### config.mk
export PLATFORM = sky130hd
export DESIGN_NAME = lpm_ctrl
export DESIGN_NICKNAME = d
export VERILOG_FILES = /design/src/verilog/lpm_pkg.sv /design/src/verilog/lpm_ctrl.sv
export VERILOG_INCLUDE_DIRS = /design/src /design/src/verilog
export SDC_FILE = /design/constraint.sdc
export NUM_CORES = 1
export LEC_CHECK = 0
export ABC_AREA = 1
export CAP_MARGIN = 40
export CORE_ASPECT_RATIO = 1.75
export CORE_UTILIZATION = 52
export CTS_CLUSTER_DIAMETER = 200
export DETAILED_ROUTE_END_ITERATION = 16
export DONT_BUFFER_PORTS = 1
export PLACE_DENSITY = 0.67
export SKIP_CTS_REPAIR_TIMING = 1
export SYNTH_ARGS = -nofsm -noshare
export SYNTH_HDL_FRONTEND = slang
export SYNTH_SLANG_ARGS = --single-unit
### constraint.sdc
create_clock -name clk_i -period 3.6 [get_ports clk_i]
set_input_delay 0.72 -clock clk_i [delete_from_list [all_inputs] [get_ports clk_i]]
set_output_delay 0.72 -clock clk_i [all_outputs]
set_load 0.005 [all_outputs]
### src/verilog/lpm_regs.svh
// Offsets, field positions, reset values and timing counts of the latency
// and power management control block.
// Assumes a 32-bit Wishbone bus where each register index is one word.
`ifndef LPM_REGS_SVH
`define LPM_REGS_SVH

// ------------
// Register indices; byte address is four times the index.
// ------------
`define LPM_IDX_LAT_CTRL   8'h82
`define LPM_IDX_MGMT_CTRL  8'ha0
`define LPM_IDX_IDLE_CNT   8'ha8
`define LPM_IDX_IRQ_STAT   8'hc0
`define LPM_IDX_IRQ_MASK   8'hc4
`define LPM_IDX_STOP_HIGH  8'hc8
`define LPM_IDX_STOP_LOW   8'hc9

// ------------
// Reset values and writable bit masks.
// ------------
`define LPM_RST_LAT_CTRL   8'h00
`define LPM_RST_MGMT_CTRL  8'h08
`define LPM_RST_IDLE_CNT   8'h0f
`define LPM_WMASK_LAT      8'h0f
`define LPM_WMASK_MGMT     8'h1f
`define LPM_WMASK_IRQ      8'h07

// ------------
// Field positions and idle timer granularity codes.
// ------------
`define LPM_EV_IDLE        0
`define LPM_EV_PORT_WR     1
`define LPM_EV_DT_TMO      2
`define LPM_GRAN_MINUTE    2'b00
`define LPM_GRAN_OFF       2'b01
`define LPM_GRAN_CLOCK     2'b10
`define LPM_GRAN_MSEC      2'b11

// ------------
// Timing: counts derived from the nominal bus clock rate.
// ------------
`define LPM_PCI_MHZ        33
`define LPM_MSEC_US        1000
`define LPM_MINUTE_S       60
`define LPM_MSEC_CYCLES    (`LPM_MSEC_US * `LPM_PCI_MHZ)
`define LPM_MINUTE_CYCLES  (32'd60 * 32'd1000000 * 32'd33)
`define LPM_TGT_CLOCKS     16
`define LPM_MST_CLOCKS     8

`endif
### src/verilog/lpm_pkg.sv
// Types of the latency and power management control block.
// Assumes lpm_regs.svh is compiled alongside for the numeric constants.
package lpm_pkg;

    // ------------
    // Register layouts.
    // ------------
    typedef struct packed {
        logic [3:0] rsvd;
        logic       serr_on_timeout;
        logic       usb_bus_release_enable;
        logic       passive_release;
        logic       delayed_txn;
    } lpm_lat_ctrl_t;

    typedef struct packed {
        logic [2:0] rsvd;
        logic [1:0] idle_timer_granularity;
        logic       clock_stop_scaling_enable;
        logic       clock_stop_output_enable;
        logic       smi_enable;
    } lpm_mgmt_ctrl_t;

    // ------------
    // Clock-stop sequencer states.
    // ------------
    typedef enum logic [2:0] {
        LPM_CS_RUN  = 3'b001,
        LPM_CS_STOP = 3'b010,
        LPM_CS_HIGH = 3'b100
    } lpm_cs_state_t;

endpackage

### src/verilog/lpm_ctrl.sv
// Latency compliance and power management control registers with their
// watchdogs, idle timer, clock-stop sequencer and management interrupt.
// Assumes all status inputs come from logic on clk_i, so none is synced.
//
// Operation
// - Target answers within 16 clocks, using delayed completion.
// - Master data phase ready within 8 clocks.
// - IDE and fast DMA traffic stay unaffected.
// - Passive release disables guaranteed access time mode.
// - Bit 3 raises system error on timeout.
// - Bit 2 enables USB passive release.
// - Bit 1 enables passive release on hold.
// - Bit 0 enables delayed transactions as target.
// - Bits 4:3 select idle timer granularity.
// - Granularity counted in bus clocks, scales with rate.
// - Scaling uses high and low timer registers.
// - Command port read asserts clock stop.
// - Clock stop negated while its enable clear.
// - Bit 0 only gates the interrupt output.
// - Idle timer expiry raises management request.
`include "lpm_regs.svh"

module lpm_ctrl #(
    parameter int unsigned MSEC_CYCLES   = `LPM_MSEC_CYCLES,
    parameter int unsigned MINUTE_CYCLES = `LPM_MINUTE_CYCLES,
    parameter int unsigned TGT_CLOCKS    = `LPM_TGT_CLOCKS,
    parameter int unsigned MST_CLOCKS    = `LPM_MST_CLOCKS
) (
    input  wire logic        clk_i,
    input  wire logic        rst_i,
    input  wire logic        wb_cyc_i,
    input  wire logic        wb_stb_i,
    input  wire logic        wb_we_i,
    input  wire logic [31:0] wb_adr_i,
    input  wire logic [3:0]  wb_sel_i,
    input  wire logic [31:0] wb_dat_i,
    output logic      [31:0] wb_dat_o,
    output logic             wb_ack_o,
    input  wire logic        tgt_wait_i,
    input  wire logic        isa_mst_wait_i,
    input  wire logic        usb_mst_wait_i,
    input  wire logic        fast_dma_i,
    input  wire logic        dt_timeout_i,
    input  wire logic        port_rd_i,
    input  wire logic        port_wr_i,
    input  wire logic        break_event_i,
    input  wire logic        sys_activity_i,
    output logic             tgt_retry_o,
    output logic             isa_release_o,
    output logic             usb_release_o,
    output logic             delayed_txn_enable_o,
    output logic             pci_hold_request_release_o,
    output logic             guaranteed_access_time_mode_o,
    output logic             serr_o,
    output logic             cpu_clock_stop_n_o,
    output logic             system_mgmt_interrupt_out_n_o,
    output logic             irq_o
);

    // ------------
    // Register state.
    // ------------
    lpm_pkg::lpm_lat_ctrl_t  lat_reg;
    lpm_pkg::lpm_mgmt_ctrl_t mgmt_reg;
    lpm_pkg::lpm_cs_state_t  cs_reg;
    lpm_pkg::lpm_cs_state_t  cs_next;
    logic [7:0]              idle_load_reg;
    logic [7:0]              idle_cnt_reg;
    logic [31:0]             pre_reg;
    logic [7:0]              stat_reg;
    logic [7:0]              stat_next;
    logic [7:0]              mask_reg;
    logic [7:0]              stop_high_reg;
    logic [7:0]              stop_low_reg;
    logic [7:0]              cs_cnt_reg;
    logic                    ack_reg;
    logic [31:0]             rdat_reg;
    logic                    serr_reg;
    logic [2:0]              wd_fire;
    logic                    take;
    logic                    wr;
    logic                    hit_word;
    logic [7:0]              idx;
    logic [7:0]              wdat;
    logic                    tick;
    logic                    idle_event;
    logic [7:0]              events;
    logic                    pending;

    // ------------
    // Wishbone decode.
    // ------------
    // A request is taken once; ack follows one cycle later and drops after.
    assign take     = wb_cyc_i & wb_stb_i & ~ack_reg;
    assign wr       = take & wb_we_i & wb_sel_i[0];
    assign hit_word = (wb_adr_i[31:10] == 22'h0);
    assign idx      = wb_adr_i[9:2];
    assign wdat     = wb_dat_i[7:0];
    assign wb_ack_o = ack_reg;
    assign wb_dat_o = rdat_reg;

    // Acknowledge every taken request, mapped or not.
    always_ff @(posedge clk_i) begin
        if (rst_i) begin
            ack_reg <= 1'b0;
        end else begin
            ack_reg <= take;
        end
    end

    // Read data mux; unmapped words and reserved bits read as zero.
    always_ff @(posedge clk_i) begin
        if (rst_i) begin
            rdat_reg <= 32'h0;
        end else if (take) begin
            rdat_reg <= 32'h0;
            if (hit_word) begin
                case (idx)
                    `LPM_IDX_LAT_CTRL:  rdat_reg[7:0] <= lat_reg;
                    `LPM_IDX_MGMT_CTRL: rdat_reg[7:0] <= mgmt_reg;
                    `LPM_IDX_IDLE_CNT:  rdat_reg[7:0] <= idle_load_reg;
                    `LPM_IDX_IRQ_STAT:  rdat_reg[7:0] <= stat_reg;
                    `LPM_IDX_IRQ_MASK:  rdat_reg[7:0] <= mask_reg;
                    `LPM_IDX_STOP_HIGH: rdat_reg[7:0] <= stop_high_reg;
                    `LPM_IDX_STOP_LOW:  rdat_reg[7:0] <= stop_low_reg;
                    default:            rdat_reg <= 32'h0;
                endcase
            end
        end
    end

    // ------------
    // Control registers.
    // ------------
    // Writes to reserved positions are masked off so they always read zero.
    always_ff @(posedge clk_i) begin
        if (rst_i) begin
            lat_reg <= `LPM_RST_LAT_CTRL;
        end else if (wr && hit_word && idx == `LPM_IDX_LAT_CTRL) begin
            lat_reg <= wdat & `LPM_WMASK_LAT;
        end
    end

    // The clock-stop enable is cleared simply by writing a zero to it.
    always_ff @(posedge clk_i) begin
        if (rst_i) begin
            mgmt_reg <= `LPM_RST_MGMT_CTRL;
        end else if (wr && hit_word && idx == `LPM_IDX_MGMT_CTRL) begin
            mgmt_reg <= wdat & `LPM_WMASK_MGMT;
        end
    end

    // Idle count, mask and the two clock-stop scaling timers.
    always_ff @(posedge clk_i) begin
        if (rst_i) begin
            idle_load_reg <= `LPM_RST_IDLE_CNT;
            mask_reg      <= 8'h00;
            stop_high_reg <= 8'h00;
            stop_low_reg  <= 8'h00;
        end else if (wr && hit_word) begin
            case (idx)
                `LPM_IDX_IDLE_CNT:  idle_load_reg <= wdat;
                `LPM_IDX_IRQ_MASK:  mask_reg      <= wdat & `LPM_WMASK_IRQ;
                `LPM_IDX_STOP_HIGH: stop_high_reg <= wdat;
                `LPM_IDX_STOP_LOW:  stop_low_reg  <= wdat;
                default: begin
                end
            endcase
        end
    end

    // ------------
    // Bus mode outputs.
    // ------------
    // These are plain levels taken straight from the control register.
    assign delayed_txn_enable_o          = lat_reg.delayed_txn;
    assign pci_hold_request_release_o    = lat_reg.passive_release;
    // Guaranteed access time cannot coexist with passive release.
    assign guaranteed_access_time_mode_o = ~lat_reg.passive_release;

    // ------------
    // Latency watchdogs: target, ISA master and USB master.
    // ------------
    // Each channel counts wait cycles and fires one cycle before its bound,
    // so the registered pulse lands inside the allowed window.
    generate
        for (genvar ch = 0; ch < 3; ch++) begin : g_wd
            localparam int unsigned LIM = (ch == 0) ? TGT_CLOCKS : MST_CLOCKS;
            logic [4:0] cnt_reg;
            logic       wait_in;
            logic       en;
            logic       fire_reg;
            always_comb begin
                case (ch)
                    0: begin
                        wait_in = tgt_wait_i;
                        en      = lat_reg.delayed_txn;
                    end
                    1: begin
                        wait_in = isa_mst_wait_i;
                        en      = lat_reg.passive_release;
                    end
                    default: begin
                        wait_in = usb_mst_wait_i;
                        en      = lat_reg.usb_bus_release_enable;
                    end
                endcase
            end
            // Fast DMA traffic is never cut short by either mechanism.
            always_ff @(posedge clk_i) begin
                if (rst_i || !wait_in || fast_dma_i) begin
                    cnt_reg  <= 5'd0;
                    fire_reg <= 1'b0;
                end else begin
                    cnt_reg  <= cnt_reg + 5'd1;
                    fire_reg <= en && (cnt_reg == 5'(LIM - 2));
                end
            end
            assign wd_fire[ch] = fire_reg;
        end
    endgenerate

    assign tgt_retry_o   = wd_fire[0];
    assign isa_release_o = wd_fire[1];
    assign usb_release_o = wd_fire[2];

    // ------------
    // System error on delayed transaction timeout.
    // ------------
    always_ff @(posedge clk_i) begin
        if (rst_i) begin
            serr_reg <= 1'b0;
        end else begin
            serr_reg <= dt_timeout_i & lat_reg.serr_on_timeout;
        end
    end
    assign serr_o = serr_reg;

    // ------------
    // Idle timer prescaler.
    // ------------
    // Granularity is a count of bus clocks, so a slower clock stretches
    // the minute and millisecond steps in proportion.
    always_comb begin
        case (mgmt_reg.idle_timer_granularity)
            `LPM_GRAN_CLOCK:  tick = 1'b1;
            `LPM_GRAN_MSEC:   tick = (pre_reg == 32'(MSEC_CYCLES - 1));
            `LPM_GRAN_MINUTE: tick = (pre_reg == 32'(MINUTE_CYCLES - 1));
            default:          tick = 1'b0;
        endcase
    end

    always_ff @(posedge clk_i) begin
        if (rst_i || tick ||
            mgmt_reg.idle_timer_granularity == `LPM_GRAN_OFF) begin
            pre_reg <= 32'h0;
        end else begin
            pre_reg <= pre_reg + 32'h1;
        end
    end

    // ------------
    // Idle timer count.
    // ------------
    // While frozen the counter tracks the load value; software is expected
    // to freeze it before changing that value.
    assign idle_event = tick && (idle_cnt_reg <= 8'h01);

    always_ff @(posedge clk_i) begin
        if (rst_i) begin
            idle_cnt_reg <= `LPM_RST_IDLE_CNT;
        end else if (mgmt_reg.idle_timer_granularity == `LPM_GRAN_OFF ||
                     sys_activity_i || idle_event) begin
            idle_cnt_reg <= idle_load_reg;
        end else if (tick) begin
            idle_cnt_reg <= idle_cnt_reg - 8'h01;
        end
    end

    // ------------
    // Request status and interrupt output.
    // ------------
    always_comb begin
        events                  = 8'h00;
        events[`LPM_EV_IDLE]    = idle_event;
        events[`LPM_EV_PORT_WR] = port_wr_i;
        events[`LPM_EV_DT_TMO]  = dt_timeout_i;
    end

    // A new event wins over a write-one-to-clear in the same cycle.
    always_comb begin
        stat_next = stat_reg;
        if (wr && hit_word && idx == `LPM_IDX_IRQ_STAT) begin
            stat_next = stat_reg & ~(wdat & `LPM_WMASK_IRQ);
        end
        stat_next = stat_next | events;
    end

    // Recording runs regardless of the output enable.
    always_ff @(posedge clk_i) begin
        if (rst_i) begin
            stat_reg <= 8'h00;
        end else begin
            stat_reg <= stat_next;
        end
    end

    assign pending                       = |(stat_reg & mask_reg);
    assign irq_o                         = pending;
    // The enable gates only the pin, never the recorded status.
    assign system_mgmt_interrupt_out_n_o = ~(pending & mgmt_reg.smi_enable);

    // ------------
    // Clock-stop sequencer.
    // ------------
    // Without scaling the stop holds until a break event or a cleared enable; with scaling it
    // alternates low and high phases set by the two timer registers.
    always_comb begin
        cs_next = cs_reg;
        case (cs_reg)
            lpm_pkg::LPM_CS_RUN: begin
                if (port_rd_i && mgmt_reg.clock_stop_output_enable) begin
                    cs_next = lpm_pkg::LPM_CS_STOP;
                end
            end
            lpm_pkg::LPM_CS_STOP: begin
                if (!mgmt_reg.clock_stop_output_enable || break_event_i) begin
                    cs_next = lpm_pkg::LPM_CS_RUN;
                end else if (mgmt_reg.clock_stop_scaling_enable &&
                             cs_cnt_reg == 8'h00) begin
                    cs_next = lpm_pkg::LPM_CS_HIGH;
                end
            end
            lpm_pkg::LPM_CS_HIGH: begin
                if (!mgmt_reg.clock_stop_output_enable || break_event_i) begin
                    cs_next = lpm_pkg::LPM_CS_RUN;
                end else if (!mgmt_reg.clock_stop_scaling_enable) begin
                    cs_next = lpm_pkg::LPM_CS_STOP;
                end else if (cs_cnt_reg == 8'h00) begin
                    cs_next = lpm_pkg::LPM_CS_STOP;
                end
            end
            default: cs_next = lpm_pkg::LPM_CS_RUN;
        endcase
    end

    always_ff @(posedge clk_i) begin
        if (rst_i) begin
            cs_reg <= lpm_pkg::LPM_CS_RUN;
        end else begin
            cs_reg <= cs_next;
        end
    end

    // Phase counter reloads on every phase change and counts down inside it.
    always_ff @(posedge clk_i) begin
        if (rst_i) begin
            cs_cnt_reg <= 8'h00;
        end else if (cs_next != cs_reg) begin
            cs_cnt_reg <= (cs_next == lpm_pkg::LPM_CS_HIGH) ?
                          stop_high_reg : stop_low_reg;
        end else if (cs_cnt_reg != 8'h00) begin
            cs_cnt_reg <= cs_cnt_reg - 8'h01;
        end
    end

    // Active low: low only in the stop phase, high otherwise.
    assign cpu_clock_stop_n_o = (cs_reg != lpm_pkg::LPM_CS_STOP);

endmodule

==> flow_metrics.tcl <==
set metrics [dict create \
    path_class "reg2reg" \
    vias 5971 \
    yosys_warnings 0 \
    worst-path-max-fanout 32 \
    clock_latency_ps 420 \
    clock.fmax_ghz 0.406 \
    ys_seq_elements 118 \
    switching_share_pct 28.0 \
    wirelength_mm 16.4 \
    clk_pin_slew_ps 60 \
    synth_top_area_cell "dfxtp_1" \
    end_kind "flop" \
    synth.top_cell.area_share_pct 36.0 \
    hp-class "in2reg" \
    p_clk_share_pct 48.9 \
    start_util_pct 54.0 \
    final_common_cell "nand2_1" \
    cp.required_ps 3960 \
    start_kind "flop" \
    internal_power_mw 2.58 \
    synthCells 936 \
    holdWs_ps 375 \
    die_h_um 151 \
    cts_sinks 118 \
    diodes 0 \
    ys.flop_type "dfxtp_1" \
    area_growth_pct 9.85 \
    grt_pass1_wl_mm 26.9 \
    grt_max_degree 49 \
    dp_cells 1085 \
    io_buffers 0 \
    worstMarginPinSlew_ps 785 \
    drc 0 \
    cts_tree "done" \
    setup_violations 0 \
    final_cell_mix "nand2_1, nor2_1, dfxtp_1" \
    antenna_found_initial 0 \
    yosys-top-cells-area "dfxtp_1, nand2_1, nor2_1" \
    core_area_um2 12100 \
    p_total_mw 3.58 \
    power_density_nw_per_um2 497 \
    pwr-share-seq_pct 38.6 \
    num_rows 53 \
    period_share_pct 68.4 \
    final_nets 1035 \
    grt_usage_pct 26.7 \
    hpwl_mm 12.3 \
    clock_path_buffers 2 \
    numCtsBuffers 17 \
    fp.dieW_um 86.9 \
    slew_viol_final 0 \
    io_pins 125 \
    fin_tns_setup_ps 0 \
    drt_iter0_markers 267 \
    combPwrFrac_pct 12.5 \
    viasPerCell 5.35 \
    synth_area_um2 6560 \
    drive_above_1_share_pct 9.24 \
    relSlewSlack_pct 47.4 \
    root_buffer "clkbuf_16" \
    peakVddDrop_mv 0.323 \
    post_drt_wl_per_cell_um 14.7 \
    firstDrtPassIters 5 \
    h-tree-depth 4 \
    gp_congestion 0.932 \
    yosysUniqueCellTypes 48 \
    placed_cell_area_um2 6600 \
    syn_avg_cell_area_um2 7.00 \
    synth_edf_count 0 \
    grt_overflow 0 \
    cellLeakagePower_nw 2.82 \
    finalHoldViolCount 0 \
    finalNonFillerCells 1117 \
    ant_nets 0 \
    grt_pass1_vias 5791 \
    final_cell_area_um2 7200 \
    seq_area_frac_synth_pct 36.0 \
    clock_skew_ps 11.0 \
    status "complete, no violations" \
    cp.arrival_ps 2820 \
    period_minus_slack_ps 2460 \
    largest_register_ffs 32 \
    die_area_um2 13100 \
    p_sw_mw 1.00 \
    maxCapViolCount 0 \
    ys_async_sr_fraction_pct 0 \
    grt_setup_unrepaired "no" \
]
## layer usage
layer | GRT usage, % | share of wire (%) | vias up | routed length [µm]
met3 | 6.41 | 4.5 | 36 | 742
met2 | 51.6 | 56 | 167 | 9140
met5 | 0 | 0 | - | 0
li1 | - | - | 3034 | -
met4 | 11.6 | 3.3 | 0 | 544
met1 | 26.2 | 36 | 2734 | 5990
## worst paths after layout
kind	to	slack [ps]	start	cells after the start
hold / removal	serr_o	370	rst_i	1
setup reg to reg	pre_reg[21]	1140	mgmt_reg[3]	14
setup / recovery	pre_reg[21]	1140	mgmt_reg[3]	14
hold reg to reg	pre_reg[0]	460	pre_reg[0]	1
## worst max-delay path, cell delays in order, from the launching register on
cell and delay [ps]:
dfxtp_1 340, inv_1 110, ha_1 300, inv_2 120, nand2_1 50, nand2_1 70, nor2_1 40, nand2_1 70
nor2_1 40, nand2_1 80, nand2_2 80, nand2_4 110, nand3_2 530, a21oi_1 320, o21a_1 140
## through the flow
step           worst slack (ps)  util [%]
2_1_floorplan              1660         -
3_3_place_gp               1030      54.3
3_5_place_dp                952      54.3
4_1_cts                    1100      59.3
5_1_grt                     862      59.3
6_report                   1140      59.3
## final cells by class
cell class	count	area (µm²)
fillers	1227	4930
multi-input cells	674	3530
flip-flops and latches	118	2360
inverters	124	465
clock buffers	17	425
well taps	165	206
clock inverters	15	180
repair buffers	4	30.0
## Yosys cell counts, drive strengths merged (16+ instances only)
cell type	number
nand4	29
o21ai	32
buf	35
nand3	76
nand2	173
dfxtp	118
nor2	144
inv	124
xor2	16
nor3	30
o31ai	18
a21oi	59
## power by group through the flow
stage	registers [mW]	logic (mW)	clock network, mW
global placement	1.41	0.445	0
finish	1.38	0.447	1.75
CTS	1.38	0.447	1.77
detailed placement	1.41	0.444	0
floorplan	1.40	0.396	0
global route	1.39	0.512	1.83
## cells by family after synthesis
logic type                 Yosys count  synth area share [%]
and+or+nand+nor                    476                  34.4
AOI/OAI and AO/OA                  140                  12.8
DFF                                118                  36.0
other                                1                0.0572
buffers and inverters              167                  11.4
xor gates and xnor gates            20                  2.67
adders and majority gates           14                  2.67
No activity file was read; power rests on OpenSTA's default activity.
